==> src/hdl/pcc_cfg.svh <==
// constants for the pulse counter comparator
`ifndef PCC_CFG_SVH
`define PCC_CFG_SVH
`define PCC_CNT_W 23
`define PCC_CNT_MAX 23'h7FFFFF
`define PCC_NREG_B 16
`define PCC_NPART 17
`define PCC_OUT_W 8
`define PCC_ADDR_W 12
// register byte offsets
`define PCC_OFS_CTRL 12'h000
`define PCC_OFS_STAT 12'h004
`define PCC_OFS_PRESET 12'h008
`define PCC_OFS_COUNT 12'h00C
`define PCC_OFS_CMP0 12'h010
`define PCC_OFS_CMP1 12'h014
`define PCC_OFS_CMP2 12'h018
`define PCC_OFS_BREG 12'h040
`define PCC_OFS_PART 12'h080
// control bit positions
`define PCC_CTL_MODE 0
`define PCC_CTL_POLA 1
`define PCC_CTL_POLB 2
`define PCC_CTL_POLC 3
`define PCC_CTL_SYNC 4
`define PCC_CTL_PMSEL 5
`define PCC_CTL_W 6
`endif

==> src/hdl/pcc_pkg.sv <==
// types for the pulse counter comparator
`include "pcc_cfg.svh"
package pcc_pkg;
  typedef enum logic [1:0] {
    PCC_MODE_A = 2'h0,
    PCC_MODE_B = 2'h1
  } pcc_mode_t;
  typedef logic [`PCC_CNT_W-1:0] pcc_cnt_t;
endpackage

==> src/hdl/pcc_sync2.sv <==
// two-flop synchroniser for a group of pin inputs
`timescale 1ns/100ps
module pcc_sync2 #(
  parameter int W = 1
) (
  input wire logic ref_clk_in,
  input wire logic rstn_in,
  input wire logic [W-1:0] d_in,
  output logic [W-1:0] q_out
);
  typedef struct packed {
    logic [W-1:0] s1;
    logic [W-1:0] s2;
  } pccs_st_t;
  pccs_st_t st_r;
  pccs_st_t st_nxt;
  always_comb begin
    st_nxt = st_r;
    st_nxt.s1 = d_in;
    st_nxt.s2 = st_r.s1;
  end
  always_ff @(posedge ref_clk_in) begin
    if (!rstn_in) begin
      st_r <= '0;
    end else begin
      st_r <= st_nxt;
    end
  end
  assign q_out = st_r.s2;
endmodule

==> src/hdl/pcc_decoder.sv <==
// pulse decoder: quadrature x4 or up/down pulses to count steps
`timescale 1ns/100ps
module pcc_decoder (
  input wire logic ref_clk_in,
  input wire logic rstn_in,
  input wire logic pm_sel_in,
  input wire logic phase_a_in,
  input wire logic phase_b_in,
  output logic step_up_out,
  output logic step_dn_out
);
  typedef struct packed {
    logic a;
    logic b;
  } pccd_st_t;
  pccd_st_t st_r;
  pccd_st_t st_nxt;
  logic ea;
  logic eb;
  always_comb begin
    st_nxt = st_r;
    st_nxt.a = phase_a_in;
    st_nxt.b = phase_b_in;
  end
  always_ff @(posedge ref_clk_in) begin
    if (!rstn_in) begin
      st_r <= '0;
    end else begin
      st_r <= st_nxt;
    end
  end
  assign ea = phase_a_in ^ st_r.a;
  assign eb = phase_b_in ^ st_r.b;
  // quadrature: each edge of one phase while the other holds, direction from which phase leads; pulse mode: rising edges only, up on A, down on B
  always_comb begin
    step_up_out = 1'b0;
    step_dn_out = 1'b0;
    if (pm_sel_in) begin
      step_up_out = phase_a_in & ~st_r.a & ~(phase_b_in & ~st_r.b);
      step_dn_out = phase_b_in & ~st_r.b & ~(phase_a_in & ~st_r.a);
    end else if (ea ^ eb) begin
      step_up_out = ea ? (phase_a_in ^ phase_b_in) : ~(phase_a_in ^ phase_b_in);
      step_dn_out = ~step_up_out;
    end
  end
endmodule

==> src/hdl/pcc_top.sv <==
// pulse counter with mode A / mode B compare outputs and APB registers
// Notes on behaviour
// - count detector pulses from the external pulse generator as position feedback
// - a single binary up/down counter
// - count spans zero to 8,388,607, 23 bits unsigned
// - host loads a preset value into the counter and reads the count
// - two modes: A three-register compare, B sixteen-register partitions
// - mode A has three 23-bit compare registers set by the host
// - mode A drives three compare outputs, one per register
// - polarity 0: output high while count exceeds register, else low
// - polarity 1: output inverted, low while count exceeds register
// - mode B has sixteen 23-bit compare registers numbered 0 to 15
// - mode B drives eight partition output bits
// - scan from register 0 to first value at least count, output its byte
// - quadrature counts each edge of one phase while the other holds, up when A leads, down when B leads
// - sync request with marker enable closed loads preset on first marker rise
// - count stop contact closed suspends counting
`timescale 1ns/100ps
`include "pcc_cfg.svh"
module pcc_top
  import pcc_pkg::*;
(
  input wire logic ref_clk_in,
  input wire logic rstn_in,
  input wire logic psel,
  input wire logic penable,
  input wire logic pwrite,
  input wire logic [`PCC_ADDR_W-1:0] paddr,
  input wire logic [31:0] pwdata,
  output logic [31:0] prdata,
  output logic pready,
  output logic pslverr,
  input wire logic phase_a_in,
  input wire logic phase_b_in,
  input wire logic marker_in,
  input wire logic marker_enable_contact_in,
  input wire logic count_stop_contact_in,
  output logic compare_out_a_out,
  output logic compare_out_b_out,
  output logic compare_out_c_out,
  output logic [`PCC_OUT_W-1:0] partition_out_out,
  output logic marker_hold_out
);

////////////////////////////////////////////////////////////////////////////////
  typedef struct packed {
    logic [`PCC_CTL_W-1:0] ctrl;
    pcc_cnt_t cnt;
    pcc_cnt_t preset;
    pcc_cnt_t [2:0] cmp_abc;
    pcc_cnt_t [`PCC_NREG_B-1:0] cmp_b;
    logic [`PCC_NPART-1:0][`PCC_OUT_W-1:0] part;
    logic mk_d;
    logic mk_hold;
    logic [2:0] cmp_o;
    logic [`PCC_OUT_W-1:0] part_o;
    logic [31:0] rdata;
  } pcc_st_t;

  pcc_st_t st_r;
  pcc_st_t st_nxt;
  logic [4:0] pins_s;
  logic step_up;
  logic step_dn;
  logic marker_s;
  logic mkena_s;
  logic stop_s;
  logic wr_acc;
  logic rd_acc;
  logic addr_ok;
  logic [`PCC_NREG_B-1:0] ge_vec;
  logic [`PCC_NREG_B:0] first_vec;
  logic [`PCC_OUT_W-1:0] part_sel;
  logic [31:0] rd_mux;
  logic [`PCC_ADDR_W-1:0] bidx;
  logic [`PCC_ADDR_W-1:0] pidx;

////////////////////////////////////////////////////////////////////////////////
  // pin inputs pass two flops
  pcc_sync2 #(
    .W(5)
  ) u_sync (
    .ref_clk_in(ref_clk_in),
    .rstn_in(rstn_in),
    .d_in({phase_a_in, phase_b_in, marker_in, marker_enable_contact_in,
      count_stop_contact_in}),
    .q_out(pins_s)
  );
  assign marker_s = pins_s[2];
  assign mkena_s = pins_s[1];
  assign stop_s = pins_s[0];

  // detector pulses to count steps
  pcc_decoder u_dec (
    .ref_clk_in(ref_clk_in),
    .rstn_in(rstn_in),
    .pm_sel_in(st_r.ctrl[`PCC_CTL_PMSEL]),
    .phase_a_in(pins_s[4]),
    .phase_b_in(pins_s[3]),
    .step_up_out(step_up),
    .step_dn_out(step_dn)
  );

////////////////////////////////////////////////////////////////////////////////
  // apb decode, zero wait states; read data captured in the setup phase
  // so that it stands at the access edge
  assign pready = 1'b1;
  assign wr_acc = psel & penable & pwrite;
  assign rd_acc = psel & ~penable & ~pwrite;
  assign bidx = (paddr - `PCC_OFS_BREG) >> 2;
  assign pidx = (paddr - `PCC_OFS_PART) >> 2;
  assign pslverr = psel & penable & ~addr_ok;

  always_comb begin
    rd_mux = 32'h0;
    addr_ok = 1'b1;
    if (paddr[1:0] != 2'h0) begin
      addr_ok = 1'b0;
    end else if (paddr == `PCC_OFS_CTRL) begin
      rd_mux = 32'(st_r.ctrl);
    end else if (paddr == `PCC_OFS_STAT) begin
      rd_mux = 32'({st_r.part_o, st_r.mk_hold, st_r.cmp_o});
    end else if (paddr == `PCC_OFS_PRESET) begin
      rd_mux = 32'(st_r.preset);
    end else if (paddr == `PCC_OFS_COUNT) begin
      rd_mux = 32'(st_r.cnt);
    end else if (paddr == `PCC_OFS_CMP0) begin
      rd_mux = 32'(st_r.cmp_abc[0]);
    end else if (paddr == `PCC_OFS_CMP1) begin
      rd_mux = 32'(st_r.cmp_abc[1]);
    end else if (paddr == `PCC_OFS_CMP2) begin
      rd_mux = 32'(st_r.cmp_abc[2]);
    end else if (paddr >= `PCC_OFS_BREG && bidx < `PCC_NREG_B) begin
      rd_mux = 32'(st_r.cmp_b[bidx[3:0]]);
    end else if (paddr >= `PCC_OFS_PART && pidx < `PCC_NPART) begin
      rd_mux = 32'(st_r.part[pidx[4:0]]);
    end else begin
      addr_ok = 1'b0;
    end
  end
  assign prdata = st_r.rdata;

////////////////////////////////////////////////////////////////////////////////
  // mode B partition search: first register whose value is at least the count
  genvar gi;
  generate
    for (gi = 0; gi < `PCC_NREG_B; gi++) begin : g_ge
      assign ge_vec[gi] = (st_r.cmp_b[gi] >= st_r.cnt);
    end
  endgenerate
  assign first_vec = {1'b1, ge_vec} & ~({1'b1, ge_vec} - 17'h1) ;

  always_comb begin
    part_sel = '0;
    for (int i = 0; i < `PCC_NPART; i++) begin
      if (first_vec[i]) begin
        part_sel = part_sel | st_r.part[i];
      end
    end
  end

////////////////////////////////////////////////////////////////////////////////
  always_comb begin
    st_nxt = st_r;
    st_nxt.mk_d = marker_s;
    st_nxt.rdata = rd_acc ? rd_mux : st_r.rdata;
    // single up/down counter, held by the stop contact
    if (!stop_s) begin
      if (step_up) begin
        st_nxt.cnt = st_r.cnt + 23'h1;
      end else if (step_dn) begin
        st_nxt.cnt = st_r.cnt - 23'h1;
      end
    end
    // marker sync: first marker rise loads the preset
    if (!st_r.ctrl[`PCC_CTL_SYNC]) begin
      st_nxt.mk_hold = 1'b0;
    end else if (mkena_s && marker_s && !st_r.mk_d && !st_r.mk_hold) begin
      st_nxt.cnt = st_r.preset;
      st_nxt.mk_hold = 1'b1;
    end
    // host writes take effect at the access edge
    if (wr_acc && addr_ok) begin
      if (paddr == `PCC_OFS_CTRL) begin
        st_nxt.ctrl = pwdata[`PCC_CTL_W-1:0];
      end else if (paddr == `PCC_OFS_PRESET) begin
        st_nxt.preset = pwdata[`PCC_CNT_W-1:0];
      end else if (paddr == `PCC_OFS_COUNT) begin
        st_nxt.cnt = pwdata[`PCC_CNT_W-1:0];
      end else if (paddr == `PCC_OFS_CMP0) begin
        st_nxt.cmp_abc[0] = pwdata[`PCC_CNT_W-1:0];
      end else if (paddr == `PCC_OFS_CMP1) begin
        st_nxt.cmp_abc[1] = pwdata[`PCC_CNT_W-1:0];
      end else if (paddr == `PCC_OFS_CMP2) begin
        st_nxt.cmp_abc[2] = pwdata[`PCC_CNT_W-1:0];
      end else if (paddr >= `PCC_OFS_BREG && bidx < `PCC_NREG_B) begin
        st_nxt.cmp_b[bidx[3:0]] = pwdata[`PCC_CNT_W-1:0];
      end else if (paddr >= `PCC_OFS_PART && pidx < `PCC_NPART) begin
        st_nxt.part[pidx[4:0]] = pwdata[`PCC_OUT_W-1:0];
      end
    end
    // compare outputs recomputed from registered state each cycle
    if (st_r.ctrl[`PCC_CTL_MODE] == 1'(PCC_MODE_A)) begin
      st_nxt.cmp_o[0] = (st_r.cnt > st_r.cmp_abc[0]) ^ st_r.ctrl[`PCC_CTL_POLA];
      st_nxt.cmp_o[1] = (st_r.cnt > st_r.cmp_abc[1]) ^ st_r.ctrl[`PCC_CTL_POLB];
      st_nxt.cmp_o[2] = (st_r.cnt > st_r.cmp_abc[2]) ^ st_r.ctrl[`PCC_CTL_POLC];
      st_nxt.part_o = '0;
    end else begin
      st_nxt.cmp_o = '0;
      st_nxt.part_o = part_sel;
    end
  end

  always_ff @(posedge ref_clk_in) begin
    if (!rstn_in) begin
      st_r <= '0;
    end else begin
      st_r <= st_nxt;
    end
  end

////////////////////////////////////////////////////////////////////////////////
  assign compare_out_a_out = st_r.cmp_o[0];
  assign compare_out_b_out = st_r.cmp_o[1];
  assign compare_out_c_out = st_r.cmp_o[2];
  assign partition_out_out = st_r.part_o;
  assign marker_hold_out = st_r.mk_hold;
endmodule

==> config.mk <==
export PLATFORM = sky130hd
export DESIGN_NAME = pcc_top
export DESIGN_NICKNAME = d
export VERILOG_FILES = /design/src/hdl/pcc_pkg.sv /design/src/hdl/pcc_sync2.sv /design/src/hdl/pcc_decoder.sv /design/src/hdl/pcc_top.sv
export VERILOG_INCLUDE_DIRS = /design/src /design/src/hdl
export SDC_FILE = /design/constraint.sdc
export NUM_CORES = 2
export LEC_CHECK = 0
export BUFFER_PORTS_ARGS = -buffer_cell sky130_fd_sc_hd__buf_2
export CORE_MARGIN = 2
export CORE_UTILIZATION = 62
export DETAILED_ROUTE_END_ITERATION = 8
export PLACE_DENSITY_LB_ADDON = 0.1
export SLEW_MARGIN = 15
export SYNTH_ARGS = -nofsm -noshare
export SYNTH_HDL_FRONTEND = slang
export SYNTH_SLANG_ARGS = --single-unit
==> constraint.sdc <==
create_clock -name ref_clk_in -period 4.8 [get_ports ref_clk_in]
set_input_delay 0.72 -clock ref_clk_in [delete_from_list [all_inputs] [get_ports ref_clk_in]]
set_output_delay 0.72 -clock ref_clk_in [all_outputs]
set_load 0.005 [all_outputs]
* Word-level counts from Yosys, hierarchy flattened
Cells that the tools add are included.
Storage, ports and cells: flip-flop bits (word level) 682, input port bits 54, output and inout port bits 46, logic and storage cells 234
Operators by class: add/subtract/negate cells 5, magnitude comparators 27, equality and inequality tests 6, muxes and demuxes 75, bitwise gates (word level) 51, reductions and logical operators 22
Operator list (number):
- two-way mux 504 bit | 3
- two-way mux 619 bit | 2
- two-way mux 573 bit | 2
- two-way mux 23 bit | 22
- bitwise mux 368 bit | 1
- greater-or-equal comparator 23 bit | 16
- two-way mux 368 bit | 1
- two-way mux 136 bit | 2
- two-way mux 8 bit | 20
- bitwise mux 136 bit | 1
- OR 8 bit | 16
- binary-select mux 23 bit (select 4 bit) | 1
- demux 23 bit (select 4 bit) | 1
- greater-than comparator 23 bit | 3
- two-way mux 46 bit | 1
- binary-select mux 8 bit (select 5 bit) | 1
- demux 8 bit (select 5 bit) | 1
- equality test 12 x 5 -> 1 bit, second input constant | 3
- two-way mux 32 bit | 1
- equality test 12 x 4 -> 1 bit, second input constant | 2
- adder 23 x 1 -> 23 bit, second input constant | 1
- subtractor 23 x 1 -> 23 bit, second input constant | 1
- < comparator 10 x 5 -> 1 bit, second input constant | 2
- bitwise AND 17 bit | 1
- other kinds (27) | 81

* Longest topological paths before layout
word-level depth 37, depth in mapped cells 15, gate-level depth less buffers 12

* Modules after synthesis
From an unflattened synthesis, not the netlist that was laid out.
Unflattened totals: cells, all modules 4894, area, all modules 42458.2 um^2
By module, submodules not included:
- pcc_top | instances 1, cells an instance 4859, area an instance 42049.1 um^2, sequential area each 13232.7 um^2
- pcc_sync2 | instances 1, cells an instance 20, area an instance 262.8 um^2, sequential area each 200.2 um^2
- pcc_decoder | instances 1, cells an instance 15, area an instance 146.4 um^2, sequential area each 40.0 um^2

* Worst setup path before layout
OpenSTA, ideal clock, no wires.
kind register to register, from register st_r[654] (netlist name), to register st_r (netlist bit partition_out_out[0]), library setup time 0.081 ns, data arrival time 3.886 ns, data required time 4.719 ns, path slack 0.834 ns, cell stages (with the launch flop) 14, path buffers 2, clock period less this slack 3.966 ns, path through dfxtp_1 -> clkbuf_1 -> inv_1 -> ha_1 -> and4_1 -> a221oi_1 -> a211oi_1 -> a2111oi_2 -> nand4_1 -> or4_4 -> buf_6 -> nor4_4 -> nand2_1 -> a41oi_1
Between the ends: cells in the longest elaborated chain, start to end 37, elaborated cells between the ends (all ways) 52, those cells by class 1 x add/sub; 16 x order compare; 17 x mux; 18 x bitwise
RTL lines:
- start: declaration | line pcc_top.sv:60 | pcc_st_t st_r;
- start signal: assignment | line pcc_top.sv:218 | st_r <= st_nxt;
- greater-or-equal comparator 23 bit | line pcc_top.sv:148 | assign ge_vec[gi] = (st_r.cmp_b[gi] >= st_r.cnt);
- subtractor 17 x 1 -> 17 bit | line pcc_top.sv:151 | assign first_vec = {1'b1, ge_vec} & ~({1'b1, ge_vec} - 17'h1) ;
- NOT 17 bit | line pcc_top.sv:151
- bitwise AND 17 bit * | line pcc_top.sv:151
- two-way mux 8 bit | line pcc_top.sv:156 | if (first_vec[i]) begin
- OR 8 bit | line pcc_top.sv:157 | part_sel = part_sel | st_r.part[i];
- two-way mux 8 bit | line pcc_top.sv:156
- OR 8 bit | line pcc_top.sv:157
- [... 21 more ...]
- OR 8 bit | line pcc_top.sv:157
- two-way mux 8 bit | line pcc_top.sv:156
- OR 8 bit | line pcc_top.sv:157
- two-way mux 8 bit | line pcc_top.sv:156
- OR 8 bit | line pcc_top.sv:157
- two-way mux 8 bit | line pcc_top.sv:156
- OR 8 bit | line pcc_top.sv:157
- two-way mux 8 bit * | line pcc_top.sv:156
Mark *: on every way between the ends. The rest lies on a longest branch, timed or not. A chain may end at the register's enable or synchronous reset.

* Final worst setup path
from register st_r[645] (netlist name), to register st_r (netlist bit partition_out_out[1])
Same word-level chain as after synthesis.

==> results.py <==
metrics = {
    "global_routing": {
        "grt_pass1_vias": 36228,
        "grt_overflow": 0,
        "grt_usage": 0.4346,
        "antenna_found_initial": 3,
        "grt_pass1_wl_microns": 222000,
        "grt_max_degree": 144,
    },
    "setup_path": {
        "start_kind": "flip-flop",
        "critical_path.max_fanout": 8,
        "worstPathArrival_ps": 5170,
        "r2r.worst_path.cells": 13,
        "worstPathRequired_ps": 5350,
        "critPathKind": "reg2reg",
        "cp-end-kind": "flip-flop",
    },
    "clocking": {
        "cts_tree": "done",
        "cts_sinks": 673,
        "ctsHoldBuffers": 0,
        "cts_made_buffers": 75,
        "clk_pin_slew_worst_paths_ps": 60,
        "cts_buffer_depth": 3,
        "htreeDepth": 3,
        "cts_root_buffer": "clkbuf_16",
        "clock_latency_ps": 640,
    },
    "detailed_routing": {
        "post_drt_wl_per_cell_microns": 25.59,
        "drc_errors": 5,
        "routed_wl_microns": 149400,
        "drtIter0Drc": 5552,
        "via_per_inst": 6.725,
        "first_pass_iters": 9,
        "ant_nets": 0,
        "dr_total_vias": 39265,
    },
    "sta": {
        "skew_ps": 22.78,
        "slew_headroom": 0.1395,
        "rsz0062_at_grt": "no",
        "layout_setup_ws_ps": 180.6,
        "tightest_slew_ps": 1288,
        "tns_ps": 0,
        "final_hold_viol_count": 0,
        "fin_hold_ws_ps": 283.0,
        "finalMaxSlewViolations": 0,
        "fin_crit_sh": 0.9624,
        "fmax_mhz": 216.5,
        "setup_violations": 0,
        "min_period_ps": 4619,
    },
    "worst_hold_path": {
        "min_path_cells": 2,
        "hold_path_class": "in2reg",
    },
    "synthesis": {
        "synthDominantCellAreaShare": 0.3326,
        "synthMuxAreaShare": 0.09450,
        "yosys_warnings": 0,
        "synth-async-reset-ratio": 0,
        "synth-xor-area-share": 0.006609,
        "synthCells": 4973,
        "synth_top_family_by_area": "simple AND/OR/NAND/NOR gates",
        "synthAdderAreaFrac": 0.1368,
        "synth_area_leaders": "dfxtp_1 (33%), ha_1 (14%), nand2_1 (13%)",
        "synth_simple_gate_area_frac": 0.1939,
        "ys_seq_area_frac": 0.3326,
        "synth-seq-cells": 673,
        "synth-compound-area-share": 0.1863,
        "synth-main-ff-cell": "dfxtp_1",
        "synth.avg_cell_area_sq_um": 8.147,
        "synth_edf_count": 0,
        "synth_area_sq_um": 40510,
        "synth_cell_type_count": 85,
        "synth_top_cell_by_area": "dfxtp_1",
    },
    "final_layout": {
        "syn2layout_area_growth_pct": 9.645,
        "final_cell_mix": "nand2_1 (1358), a21oi_1 (800), dfxtp_1 (673)",
        "final_common_cell": "nand2_1",
        "fin_nets": 5421,
        "drive_gt1_frac": 0.1150,
        "final_area_sq_um": 44420,
        "final_util": 0.6878,
    },
    "floorplanning": {
        "die_h_microns": 259.6,
        "dieArea_sq_um": 67410,
        "core_sq_um": 64580,
        "fp.dieW_microns": 259.6,
        "row_count": 93,
        "initial_core_util": 0.6273,
        "pin_count": 100,
    },
    "pwr": {
        "leakage_nw": 16.66,
        "vdd_drop_max_mv": 0.2837,
        "powerDensity_nw_per_um2": 408.4,
    },
    "placed_design": {
        "placed_cell_area_sq_um": 41800,
        "post-dp-hpwl_microns": 105000,
        "routabilityCongestion": 1.018,
        "place_ws_ps": 361.4,
        "io_buffers": 80,
    },
    "outcome": {
        "violations": "design-rule violations",
        "status": "finished, violations left",
    },
    "run": {
        "maxCapViolCount": 0,
    },
}
## cell families (layout without fill, tap and decap cells)
| logic type | count (synthesis) | count (layout) |
|---|---|---|
| AOI/OAI and AO/OA | 1272 | 1272 |
| xor gates and xnor gates | 29 | 29 |
| adders and majority gates | 443 | 443 |
| buffers and inverters | 485 | 486 |
| DFF | 673 | 673 |
| muxes | 186 | 186 |
| other | 2 | 12 |
| and+or+nand+nor | 1883 | 1883 |
## layout make-up
class / count / area, sq um
Clock buffer: 105 / 2202
Inverter: 123 / 469.2
Clock inverter: 30 / 411.6
Antenna cell: 2 / 5.005
Fill cell: 5314 / 20160
Multi-Input combinational cell: 3823 / 25150
Timing Repair Buffer: 228 / 1640
Tap cell: 855 / 1070
Sequential cell: 673 / 13470
## cells in the mapped netlist, types with 14 or more instances
master and number:
nand2_1 1358, a21oi_1 800, dfxtp_1 673, ha_1 443, clkbuf_1 295, nor2_1 192
mux4_2 155, inv_1 121, o21ai_0 103, nand4_1 82, nand3_1 68, a21o_1 59
nor3_1 47, a211oi_1 43, buf_4 41, nor2b_1 36, a22oi_1 33, o21a_1 32
xnor2_1 24, a221o_1 23, mux2_2 22, buf_1 21, a222oi_1 19, o211ai_1 19
nor4_1 18, and2_1 17, nand2b_1 16, and3_1 15, a221oi_1 14
## power breakdown
group | switching, W | total, W | internal, W
clock | 0.00251 | 0.00620 | 0.00369
sequential | 0.0000662 | 0.00571 | 0.00564
combinational | 0.00409 | 0.00623 | 0.00214
total | 0.00667 | 0.0181 | 0.0115
## through the flow
stage	power [W]	cells
after detailed placement	0.01171	5702
after global placement	0.01165	5702
final	0.01814	5839
after floorplan	0.009309	4981
after global routing	0.01867	5837
after CTS	0.01783	5837
## path summary, 6_finish.rpt
path / from / end / slack [ps]
max: st_r[645] / partition_out_out[1] / 180
min: marker_enable_contact_in / u_sync.st_nxt[1] / 280
max reg2reg: st_r[645] / partition_out_out[1] / 180
min reg2reg: u_sync.st_nxt[3] / u_sync.q_out[3] / 430
## metal layers
layer	vias up	routed length (microns)	GRT usage
met5	-	13	0
met4	2	10340	0.2633
met3	504	18360	0.1019
met2	2545	63980	0.6528
met1	18687	56710	0.5688
li1	17527	-	-
## worst max-delay path: stages, from the launching register on
cell       delay, ps
dfxtp_1          470
inv_1            250
ha_1             370
nand4_1           80
nand3_1          130
o21ai_1          430
a211oi_1         190
a2111oi_2        910
nand4_1          270
or4_4            630
nor4_4           280
buf_4            210
nand2_1           70
a41oi_1          210
## repair_timing
item,4_1_cts,5_1_grt
endpoints found under the setup margin,0,8
buffers inserted,0,0
gates resized for setup,0,1
Power figures use the tool's default switching activity.
